[config.mk]
export PLATFORM = sky130hd
export DESIGN_NAME = rlm_ctrl
export DESIGN_NICKNAME = d
export VERILOG_FILES = /design/src/design/rlm_pkg.sv /design/src/design/rlm_ctrl.sv
export SDC_FILE = /design/constraint.sdc
export NUM_CORES = 1
export LEC_CHECK = 0
export ABC_AREA = 1
export BUFFER_PORTS_ARGS = -buffer_cell sky130_fd_sc_hd__buf_2
export CAP_MARGIN = 20
export CORE_MARGIN = 1
export CORE_UTILIZATION = 30
export DETAILED_ROUTE_END_ITERATION = 10
export HOLD_SLACK_MARGIN = 0.05
export SYNTH_ARGS = -nofsm -noshare
export SYNTH_HDL_FRONTEND = slang
export SYNTH_SLANG_ARGS = --single-unit
[constraint.sdc]
create_clock -name aclk -period 1.6 [get_ports aclk]
set_input_delay 0.24 -clock aclk [delete_from_list [all_inputs] [get_ports aclk]]
set_output_delay 0.24 -clock aclk [all_outputs]
set_load 0.01 [all_outputs]
[src/design/rlm_pkg.sv]
// package for the remote/local mode controller: offsets, fields, types
// assumes an axi4-lite master with 32-bit data and one aligned word per reg
package rlm_pkg;
  localparam int ADDR_W = 8;
  localparam logic [ADDR_W-1:0] OFF_CTRL = 8'h00;
  localparam logic [ADDR_W-1:0] OFF_STATUS = 8'h04;
  localparam logic [ADDR_W-1:0] OFF_TRIG = 8'h08;
  localparam logic [ADDR_W-1:0] OFF_SBYTE = 8'h0C;
  // ctrl: write-one command pulses
  localparam int CTL_GTL = 0;
  localparam int CTL_DCL = 1;
  localparam int CTL_LLO = 2;
  localparam int CTL_GET = 3;
  localparam int CTL_ABORT = 4;
  localparam int CTL_IFC = 5;
  // status fields
  localparam int ST_REMOTE = 0;
  localparam int ST_LOCKOUT = 1;
  localparam int ST_LISTEN = 2;
  localparam int ST_TALK = 3;
  localparam int ST_MEAS_VALID = 4;
  localparam int ST_MEAS_BUSY = 5;
  localparam int ST_ARMED = 6;
  // trig fields
  localparam int TR_SETTLE = 0;
  localparam int TR_REPEAT = 1;
  // status byte service request bit
  localparam int SB_RQS = 6;
  localparam logic [1:0] RESP_OKAY = 2'h0;
  localparam logic [1:0] RESP_SLVERR = 2'h2;
  localparam logic [1:0] TRIG_DEFAULT = 2'h3;
  localparam int MEAS_NS = 1000;
  localparam int CLK_NS = 50;
  localparam int MEAS_CYC = (MEAS_NS + CLK_NS - 1) / CLK_NS;

  typedef enum logic [1:0] {
    RLM_LOCAL = 2'b00,
    RLM_REMOTE = 2'b01,
    RLM_REMOTE_LLO = 2'b10
  } rlm_mode_t;

  typedef struct packed {
    logic complete_settle_option;
    logic repeat_trigger_mode; // 0 means single_trigger_mode
  } rlm_trig_t;

  typedef struct packed {
    rlm_mode_t mode;
    logic lockout;
    rlm_trig_t trig;
    rlm_trig_t remote_trig;
    logic remote_trig_set;
    logic meas_valid;
    logic meas_busy;
    logic [7:0] meas_cnt;
    logic armed;
    logic srq;
    logic [6:0] sbyte;
    logic clear_pulse;
    logic key_enable;
    logic panel_enable;
    logic ind_remote;
    logic ind_listen;
    logic ind_talk;
    logic awready;
    logic wready;
    logic bvalid;
    logic [1:0] bresp;
    logic arready;
    logic rvalid;
    logic [31:0] rdata;
    logic [1:0] rresp;
    logic aw_got;
    logic w_got;
    logic [ADDR_W-1:0] awaddr;
    logic [31:0] wdata;
  } rlm_state_t;
endpackage : rlm_pkg

[src/design/rlm_ctrl.sv]
// remote/local/lockout state machine with axi4-lite registers
// assumes bus events (ren, listen, talk, srq) synchronous to aclk
//
// Added by the designer: the AXI4-Lite register port and the register addresses.
`timescale 1ns/1ps
// Operation
// - remote: panel keys off except local/power/audio
// - local key disabled only by lockout command
// - remote listener accepts data, ren, gtl, sdc, trigger
// - listen/talk indicators follow addressing in both modes
// - remote entry restores last remote trigger config
// - local: all panels enabled, full settle repeat
// - talker may send data, status, srq, take control
// - dcl, lockout, clear-lockout, ifc act regardless
// - ren with listen moves local to remote
// - remote entry invalidates active measurements
// - repeat mode: new measurement cycle starts itself
// - single mode: wait for a trigger event
// - gtl while listening or ren low gives local
// - remote indicator off on leaving remote
// - local key returns local unless locked out
// - gtl keeps lockout for next remote entry
// - locked out: only ren false or gtl returns local
// - clear-lockout: local, lockout cleared, default trigger
// - power cycle returns local and power-up config
// - device clear empties queues, keeps settings
// - status byte bit 6 shows service request
module rlm_ctrl import rlm_pkg::*; (
  input wire logic aclk,
  input wire logic aresetn,
  input wire logic [ADDR_W-1:0] s_axi_awaddr,
  input wire logic s_axi_awvalid,
  output logic s_axi_awready,
  input wire logic [31:0] s_axi_wdata,
  input wire logic [3:0] s_axi_wstrb,
  input wire logic s_axi_wvalid,
  output logic s_axi_wready,
  output logic [1:0] s_axi_bresp,
  output logic s_axi_bvalid,
  input wire logic s_axi_bready,
  input wire logic [ADDR_W-1:0] s_axi_araddr,
  input wire logic s_axi_arvalid,
  output logic s_axi_arready,
  output logic [31:0] s_axi_rdata,
  output logic [1:0] s_axi_rresp,
  output logic s_axi_rvalid,
  input wire logic s_axi_rready,
  input wire logic ren,
  input wire logic listen_addr,
  input wire logic talk_addr,
  input wire logic local_key,
  input wire logic srq_in,
  output logic ind_remote,
  output logic ind_listen,
  output logic ind_talk,
  output logic panel_enable,
  output logic local_key_enable,
  output logic clear_pulse,
  output logic meas_valid,
  output logic srq_out
);
  rlm_state_t s;
  rlm_state_t next_s;
  logic wr_fire;
  logic [31:0] wd;
  logic gtl;
  logic dcl;
  logic llo;
  logic get;
  logic abort_cmd;
  logic ifc;
  logic enter_remote;
  logic to_local;

  function automatic logic is_remote(input rlm_mode_t m);
    is_remote = (m != RLM_LOCAL);
  endfunction : is_remote

  always_comb begin
    next_s = s;
    next_s.clear_pulse = 1'b0;
    // write channel capture
    if (s.awready && s_axi_awvalid) begin
      next_s.aw_got = 1'b1;
      next_s.awaddr = s_axi_awaddr;
      next_s.awready = 1'b0;
    end
    if (s.wready && s_axi_wvalid) begin
      next_s.w_got = 1'b1;
      next_s.wdata = s_axi_wdata & {{8{s_axi_wstrb[3]}}, {8{s_axi_wstrb[2]}},
                                    {8{s_axi_wstrb[1]}}, {8{s_axi_wstrb[0]}}};
      next_s.wready = 1'b0;
    end
    wr_fire = s.aw_got && s.w_got && !s.bvalid;
    wd = s.wdata;
    gtl = 1'b0;
    dcl = 1'b0;
    llo = 1'b0;
    get = 1'b0;
    abort_cmd = 1'b0;
    ifc = 1'b0;
    if (wr_fire) begin
      next_s.bvalid = 1'b1;
      next_s.bresp = RESP_OKAY;
      case (s.awaddr)
        OFF_CTRL: begin
          gtl = wd[CTL_GTL] && listen_addr;
          dcl = wd[CTL_DCL];
          llo = wd[CTL_LLO];
          get = wd[CTL_GET] && listen_addr;
          abort_cmd = wd[CTL_ABORT];
          ifc = wd[CTL_IFC];
        end
        OFF_TRIG: begin
          // trigger config accepted only as remote data
          if (is_remote(s.mode) && listen_addr) begin
            next_s.trig.complete_settle_option = wd[TR_SETTLE];
            next_s.trig.repeat_trigger_mode = wd[TR_REPEAT];
            next_s.remote_trig = next_s.trig;
            next_s.remote_trig_set = 1'b1;
          end
        end
        OFF_STATUS, OFF_SBYTE: ;
        default: next_s.bresp = RESP_SLVERR;
      endcase
    end
    if (s.bvalid && s_axi_bready) begin
      next_s.bvalid = 1'b0;
      next_s.aw_got = 1'b0;
      next_s.w_got = 1'b0;
      next_s.awready = 1'b1;
      next_s.wready = 1'b1;
    end
    // read channel
    if (s.arready && s_axi_arvalid) begin
      next_s.arready = 1'b0;
      next_s.rvalid = 1'b1;
      next_s.rresp = RESP_OKAY;
      next_s.rdata = 32'h0;
      case (s_axi_araddr)
        OFF_CTRL: ;
        OFF_STATUS: begin
          next_s.rdata[ST_REMOTE] = is_remote(s.mode);
          next_s.rdata[ST_LOCKOUT] = s.lockout;
          next_s.rdata[ST_LISTEN] = s.ind_listen;
          next_s.rdata[ST_TALK] = s.ind_talk;
          next_s.rdata[ST_MEAS_VALID] = s.meas_valid;
          next_s.rdata[ST_MEAS_BUSY] = s.meas_busy;
          next_s.rdata[ST_ARMED] = s.armed;
        end
        OFF_TRIG: begin
          next_s.rdata[TR_SETTLE] = s.trig.complete_settle_option;
          next_s.rdata[TR_REPEAT] = s.trig.repeat_trigger_mode;
        end
        OFF_SBYTE: next_s.rdata[7:0] = {s.sbyte[6], s.srq, s.sbyte[5:0]};
        default: next_s.rresp = RESP_SLVERR;
      endcase
    end
    if (s.rvalid && s_axi_rready) begin
      next_s.rvalid = 1'b0;
      next_s.arready = 1'b1;
    end
    // status and service request, talker side
    next_s.srq = srq_in;
    next_s.sbyte = {1'b0, s.meas_valid, 5'h0};
    // mode machine
    enter_remote = 1'b0;
    to_local = 1'b0;
    if (llo) begin
      next_s.lockout = 1'b1;
    end
    case (s.mode)
      RLM_LOCAL: begin
        if (ren && listen_addr) begin
          enter_remote = 1'b1;
          next_s.mode = s.lockout || llo ? RLM_REMOTE_LLO : RLM_REMOTE;
        end
      end
      RLM_REMOTE: begin
        if (!ren || gtl || (local_key && !llo)) begin
          to_local = 1'b1;
        end else if (llo) begin
          next_s.mode = RLM_REMOTE_LLO;
        end
      end
      RLM_REMOTE_LLO: begin
        if (!ren) begin
          to_local = 1'b1;
        end else if (gtl) begin
          to_local = 1'b1;
        end
      end
      default: next_s.mode = RLM_LOCAL;
    endcase
    if (!ren) begin
      next_s.lockout = 1'b0;
    end
    if (to_local) begin
      next_s.mode = RLM_LOCAL;
      next_s.trig = TRIG_DEFAULT;
    end
    if (enter_remote) begin
      next_s.trig = s.remote_trig_set ? s.remote_trig : TRIG_DEFAULT;
      next_s.meas_valid = 1'b0;
      next_s.meas_busy = 1'b0;
      next_s.armed = 1'b1;
    end
    // measurement cycle sequencing
    if (!enter_remote) begin
      if (s.meas_busy) begin
        if (s.meas_cnt == 8'(MEAS_CYC - 1)) begin
          next_s.meas_busy = 1'b0;
          next_s.meas_valid = 1'b1;
        end else begin
          next_s.meas_cnt = s.meas_cnt + 8'h01;
        end
      end else if (s.armed || get) begin
        if (s.trig.repeat_trigger_mode || get) begin
          next_s.meas_busy = 1'b1;
          next_s.meas_cnt = 8'h00;
          next_s.armed = 1'b0;
        end
      end else if (s.trig.repeat_trigger_mode) begin
        next_s.armed = 1'b1;
      end
    end
    if (abort_cmd || ifc) begin
      next_s.meas_busy = 1'b0;
      next_s.armed = 1'b0;
    end
    if (dcl || ifc) begin
      next_s.clear_pulse = 1'b1;
      next_s.armed = 1'b0;
    end
    // panel and indicators
    next_s.panel_enable = !is_remote(next_s.mode);
    next_s.key_enable = (next_s.mode != RLM_REMOTE_LLO);
    next_s.ind_remote = is_remote(next_s.mode);
    next_s.ind_listen = listen_addr && !ifc;
    next_s.ind_talk = talk_addr && !ifc;
  end

  always_ff @(posedge aclk) begin
    if (!aresetn) begin
      s <= '0;
      s.mode <= RLM_LOCAL;
      s.trig <= TRIG_DEFAULT;
      s.panel_enable <= 1'b1;
      s.key_enable <= 1'b1;
      s.awready <= 1'b1;
      s.wready <= 1'b1;
      s.arready <= 1'b1;
    end else begin
      s <= next_s;
    end
  end

  assign s_axi_awready = s.awready;
  assign s_axi_wready = s.wready;
  assign s_axi_bvalid = s.bvalid;
  assign s_axi_bresp = s.bresp;
  assign s_axi_arready = s.arready;
  assign s_axi_rvalid = s.rvalid;
  assign s_axi_rdata = s.rdata;
  assign s_axi_rresp = s.rresp;
  assign ind_remote = s.ind_remote;
  assign ind_listen = s.ind_listen;
  assign ind_talk = s.ind_talk;
  assign panel_enable = s.panel_enable;
  assign local_key_enable = s.key_enable;
  assign clear_pulse = s.clear_pulse;
  assign meas_valid = s.meas_valid;
  assign srq_out = s.srq;
endmodule : rlm_ctrl

==> results.toml, run 1 <==
[critical_path]
required_ns = 1.82
startpoint_type = "flip-flop"
crit_path_end_kind = "flip-flop"
crit_path_max_fanout = 9
path_class = "flip-flop to flip-flop"
rrSetupSlack_ns = 0.12
cp.arrival_ns = 1.70
worst-r2r-cell-count = 8

[synthesis]
yosys.cell_types.count = 36
syn_inst = 395
syn_avg_cell_area_um2 = 7.39
yosys_warnings = 0
synthFlopType = "dfxtp_1"
synth_edf_count = 0
synth-seq-area-share_pct = 39.1
syn-cell-area_um2 = 2920
yosys_register_bits = 57
synth-async-reset-ratio_pct = 0

[placed_design]
dp.cells = 569
pre_cts_slack_ns = 0.0112
portBuffers = 56
place_hpwl_um = 4580
routabilityCongestion = 0.844
dpl_cell_area_um2 = 3200

[pwr]
p_leak_nw = 1.62
powerDensity_nw_per_um2 = 1110
total_power_mw = 3.87
ir_worst_vdd_mv = 0.514

[final_layout]
final_core_util_pct = 37.3
regMostFlops = "s"
drive_gt1_share_pct = 25.5
fill_cells = 1006
syn_to_final_growth_pct = 19.1
fin_cells = 588
final_area_um2 = 3480
nets = 523
largest_reg_flops = 29
diodes = 0

[drt]
dr.pass1.iters = 4
routedWlPerCell_um = 10.1
dr_total_vias = 2524
drt_iter0_drc = 72
drcViolationCount = 0
ant_nets = 0
vias_per_cell = 4.29
routed_wl_um = 5950

[sta]
hold_slack_ns = 0.0980
rsz0062_at_grt = "no"
setup_tns_ns = 0
maxClockFrequency_mhz = 677
setup_viol = 0
layout_setup_ws_ns = 0.123
fin_crit_ns = 1.48
slew_viol_final = 0
hold_viol_final = 0
period_share_pct = 92.3
fin_skew_ns = 0.0102

[global_route]
grt_pass1_vias = 2396
grt_first_pass_wirelength_um = 10500
grt_max_degree = 18
gr-usage-all-layers_pct = 13.0
antenna_found_initial = 0
grt_overflow = 0

[worst_hold_path]
whs_path_depth = 3
hold_class = "input port to flip-flop"

[floorplanning]
num_rows = 35
die-width_um = 101
die_area_um2 = 10100
die_h_um = 101
ios = 113
start_util_pct = 31.3
core_um2 = 9330

[clock_tree]
numCtsBuffers = 9
hold_buffers = 0
clock-sinks = 57
cts_root_buf = "clkbuf_8"
worst_skew_pair.late_latency_ns = 0.33
cts_tree = "built"
ctsLongestPathBuffers = 2
htree_levels = 3
clkTransAtPathRegs_ns = 0.07

[flow_run]
cap_violations = 0

[status]
status = "finished, final reports clean"
[final timing paths]
check,to,from
worst max register to register,s[98],s[115]
worst min register to register,s_axi_rdata[2],s_axi_rdata[2]
worst max-delay path,s[98],s[115]
worst min-delay path,srq_out,srq_in
[cells by family after synthesis]
| kind of cell | Yosys count | synth area share (%) |
|---|---|---|
| xor+xnor | 4 | 1.20 |
| buf+inv | 90 | 16.3 |
| simple gates | 188 | 31.5 |
| flops | 57 | 39.1 |
| compound gates | 50 | 9.65 |
| fa+ha+maj | 5 | 2.14 |
| other cells | 1 | 0.129 |
[power breakdown]
| part | internal, mW | switching [mW] |
|---|---|---|
| combinational | 0.273 | 0.470 |
| clock | 0.924 | 0.596 |
| sequential | 1.54 | 0.0749 |
[placed cells by master (no fill, tap or decap), types with 2 or more instances in the layout]
cell type,netlist,layout
dfxtp_1,57,55
nand2_2,8,8
inv_1,42,40
dfxtp_2,0,2
o211ai_1,5,5
ha_1,5,4
a21oi_1,27,27
buf_4,36,7
buf_2,2,56
nand2_4,2,2
nor3_2,1,2
clkbuf_8,0,10
bufinv_16,0,2
nor2_2,3,2
xor2_1,3,3
nand2_1,69,69
nand3_1,30,30
inv_2,5,7
nand3_4,1,2
nand4_1,10,10
o21ai_0,13,13
nor3b_1,2,2
conb_1,1,27
nor2_1,47,47
nor2_4,4,5
nor3_1,5,4
[synthesized netlist by cell type, types with 2 or more instances]
cell,n,area share (%)
nand2_1,69,8.9
dfxtp_1,57,39
nor2_1,47,6.0
inv_1,42,5.4
buf_4,36,9.3
nand3_1,30,5.1
a21oi_1,27,4.6
o21ai_0,13,2.2
nand4_1,10,2.1
nand2_2,8,1.7
ha_1,5,2.1
inv_2,5,0.64
nor3_1,5,0.86
o211ai_1,5,1.3
clkbuf_1,4,0.51
nor2_4,4,1.5
nor2_2,3,0.64
xor2_1,3,0.90
buf_2,2,0.34
nand2_4,2,0.77
nand3_2,2,0.69
nor3b_1,2,0.51
[what timing repair did]
action | 4_1_cts | 5_1_grt
endpoints found under the hold margin | 0 | 0
pin swaps | 1 | 3
resized for setup | 1 | 8
buffers inserted | 2 | 1
endpoints found under the setup margin | 3 | 13
[cell type report]
cell class                      instances  area [µm²]  share of cell area [%]
Multi-Input combinational cell        274        1420                    40.8
Tap cell                              129         161                    4.64
Clock buffer                           10         138                    3.96
Timing Repair Buffer                   64         344                    9.90
Inverter                               48         180                    5.18
Sequential cell                        57        1140                    32.9
Clock inverter                          6        90.1                    2.59
[critical path: stages (launching register included)]
cell	delay, ns
dfxtp_2	0.34
inv_1	0.09
ha_2	0.21
inv_2	0.08
nor2_4	0.06
nor2_4	0.24
nand2_4	0.13
o21ai_1	0.14
inv_1	0.06
[routing by layer]
| layer | GRT usage [%] | routed length (µm) |
|---|---|---|
| met2 | 22.5 | 2880 |
| met3 | 4.16 | 312 |
| met1 | 15.6 | 2730 |
| met5 | 0 | 0 |
| met4 | 3.34 | 25 |
No activity file was read; power rests on OpenSTA's default activity.
==> inputs of run 2 (changes only) <==
- ABC_AREA: 1 -> not set
==> run 2 against run 1 <==
Compared with the run above: worst setup slack lost 0.56 ns; highest routed layer unchanged; synthesized area decreased by 2.6%; combinational power grew 1%; die area decreased by 2.6%; sequential share of layout area is 2.0 points lower; the flow now finishes with violations (setup timing); synthesized cell count decreased by 16%; first-iteration DRC count did not move.
==> results.toml, run 2 <==
[floorplanning]
core_um2 = 9200
num_rows = 35
die-width_um = 99.3
start_util_pct = 30.9
ios = 113
die_h_um = 99.3
die_area_um2 = 9860

[drt]
dr_total_vias = 2550
drt_iter0_drc = 72
routed_wl_um = 6660
vias_per_cell = 4.70
routedWlPerCell_um = 12.3
dr.pass1.iters = 6
ant_nets = 0
drcViolationCount = 0

[synthesis]
syn-cell-area_um2 = 2840
synthFlopType = "dfxtp_1"
yosys.cell_types.count = 47
yosys.area.top_type = "dfxtp_1"
yosys.cell_count.top_type = "dfxtp_1"
synthTopCellsByArea = "dfxtp_1, buf_4, nand2_1"
synth_top_area_share_pct = 40.2
synth-async-reset-ratio_pct = 0
ys_top_cells_by_count = "dfxtp_1, nand2_1, buf_4, nand3_1, a21boi_0"
yosys_register_bits = 57
synth_edf_count = 0
syn_avg_cell_area_um2 = 8.58
yosys_warnings = 0
synth-seq-area-share_pct = 40.2
syn_inst = 331

[critical_path]
crit_path_end_kind = "flip-flop"
startpoint_type = "flip-flop"
r2r_end = "s[112]"
cp.arrival_ns = 2.27
crit_path_max_fanout = 4
path_class = "flip-flop to flip-flop"
reg2reg_from = "s[37]"
worst-r2r-cell-count = 6
rrSetupSlack_ns = -0.44
required_ns = 1.83

[clock_tree]
worst_skew_pair.late_latency_ns = 0.34
numCtsBuffers = 9
hold_buffers = 0
ctsLongestPathBuffers = 2
clkTransAtPathRegs_ns = 0.06
clock-sinks = 57
htree_levels = 3
cts_root_buf = "clkbuf_8"
cts_tree = "built"

[sta]
slew_viol_final = 0
hold_viol_final = 0
maxClockFrequency_mhz = 491
setup_viol = 18
fin_skew_ns = 0.00343
fin_crit_ns = 2.04
rsz0062_at_grt = "yes"
period_share_pct = 127
layout_setup_ws_ns = -0.439

[final_layout]
final_area_um2 = 3710
largest_reg_flops = 29
diodes = 0
layout_common_cells = "buf_2, dfxtp_1, buf_4, nand2_1, conb_1"
syn_to_final_growth_pct = 30.7
drive_gt1_share_pct = 34.1
multi_input_area_um2 = 1570
final_core_util_pct = 40.4
seq_area_um2 = 1150
fill_cells = 925
regMostFlops = "s"
layout_commonest_cell = "buf_2"
nets = 495

[pwr]
ir_worst_vdd_mv = 0.539
powerDensity_nw_per_um2 = 945
p_leak_nw = 1.66
total_power_mw = 3.51

[worst_hold_path]
whs_path_depth = 2
hold_end = "s_axi_wready"
hp-start = "s_axi_wvalid"
hold_class = "input port to flip-flop"

[global_route]
grt_max_degree = 20
grt_pass1_vias = 2377
grt_first_pass_wirelength_um = 11000
antenna_found_initial = 0
grt_overflow = 0
gr-usage-all-layers_pct = 14.3

[placed_design]
dpl_cell_area_um2 = 3430
routabilityCongestion = 0.854
portBuffers = 56
place_hpwl_um = 5130

[status]
status = "finished, violations left"
failed_checks = "setup timing"

[flow_run]
cap_violations = 0
## run 2: cells by family (layout without fill, tap and decap cells)
family	Yosys count	count (layout)	synth area share, %
xor+xnor	4	4	1.23
buf+inv	56	130	12.2
other cells	1	27	0.132
mux	4	4	1.41
fa+ha+maj	5	5	2.20
simple gates	137	137	25.1
flops	57	57	40.2
compound gates	67	67	17.6
## run 2: repair_timing
action / in CTS / in global routing
cloned: 0 / 0
gates resized for setup: 10 / 18
hold endpoints to repair: 0 / 0
pin swaps: 6 / 6
setup buffers: 1 / 1
setup endpoints to repair: 22 / 23
## run 2: cell type report
| type | count | share of cell area [%] |
|---|---|---|
| Tap cell | 111 | 3.74 |
| Clock buffer | 13 | 4.28 |
| Clock inverter | 3 | 0.404 |
| Sequential cell | 57 | 30.9 |
| Timing Repair Buffer | 104 | 17.4 |
| Multi-Input combinational cell | 244 | 42.3 |
| Inverter | 10 | 1.01 |
## run 2: where the power goes
group	internal (mW)	switching, mW
combinational	0.357	0.395
sequential	1.51	0.0601
clock	0.639	0.553
total	2.50	1.01
## run 2: routing by layer
metal	GRT usage, %	up-vias	part of all wire (%)
li1	-	1296	-
met5	0	-	0
met2	23.0	87	46
met1	17.1	1155	45
met3	4.01	12	6.4
met4	8.03	0	2.3
## run 2: worst max path at each step
stage	from	to	slack [ns]
2_1_floorplan	s[35]	s[105]	-0.46
3_3_place_gp	s[35]	s[105]	-0.42
3_5_place_dp	s[35]	s[105]	-0.43
4_1_cts	s[37]	s[105]	-0.44
5_1_grt	s[35]	s[105]	-0.53
6_report	s[37]	s[112]	-0.44
## run 2: per-stage QoR
stage               instances  hold WS, ns  TNS (ns)  worst slack (ns)
finish                    542       0.0996     -5.61            -0.439
global route              542        0.107     -7.03            -0.528
CTS                       541       0.0837     -5.75            -0.443
detailed placement        525        0.453     -5.69            -0.430
global placement          525        0.450     -5.61            -0.417
floorplan                 357        0.340     -3.67            -0.460
## run 2: critical path, stage by stage, from the launching register on
cell and delay [ns]:
dfxtp_1 0.31, or4_4 0.58, o41ai_1 0.38, buf_4 0.18
a32o_2 0.16, nand2_1 0.08, a32o_1 0.24
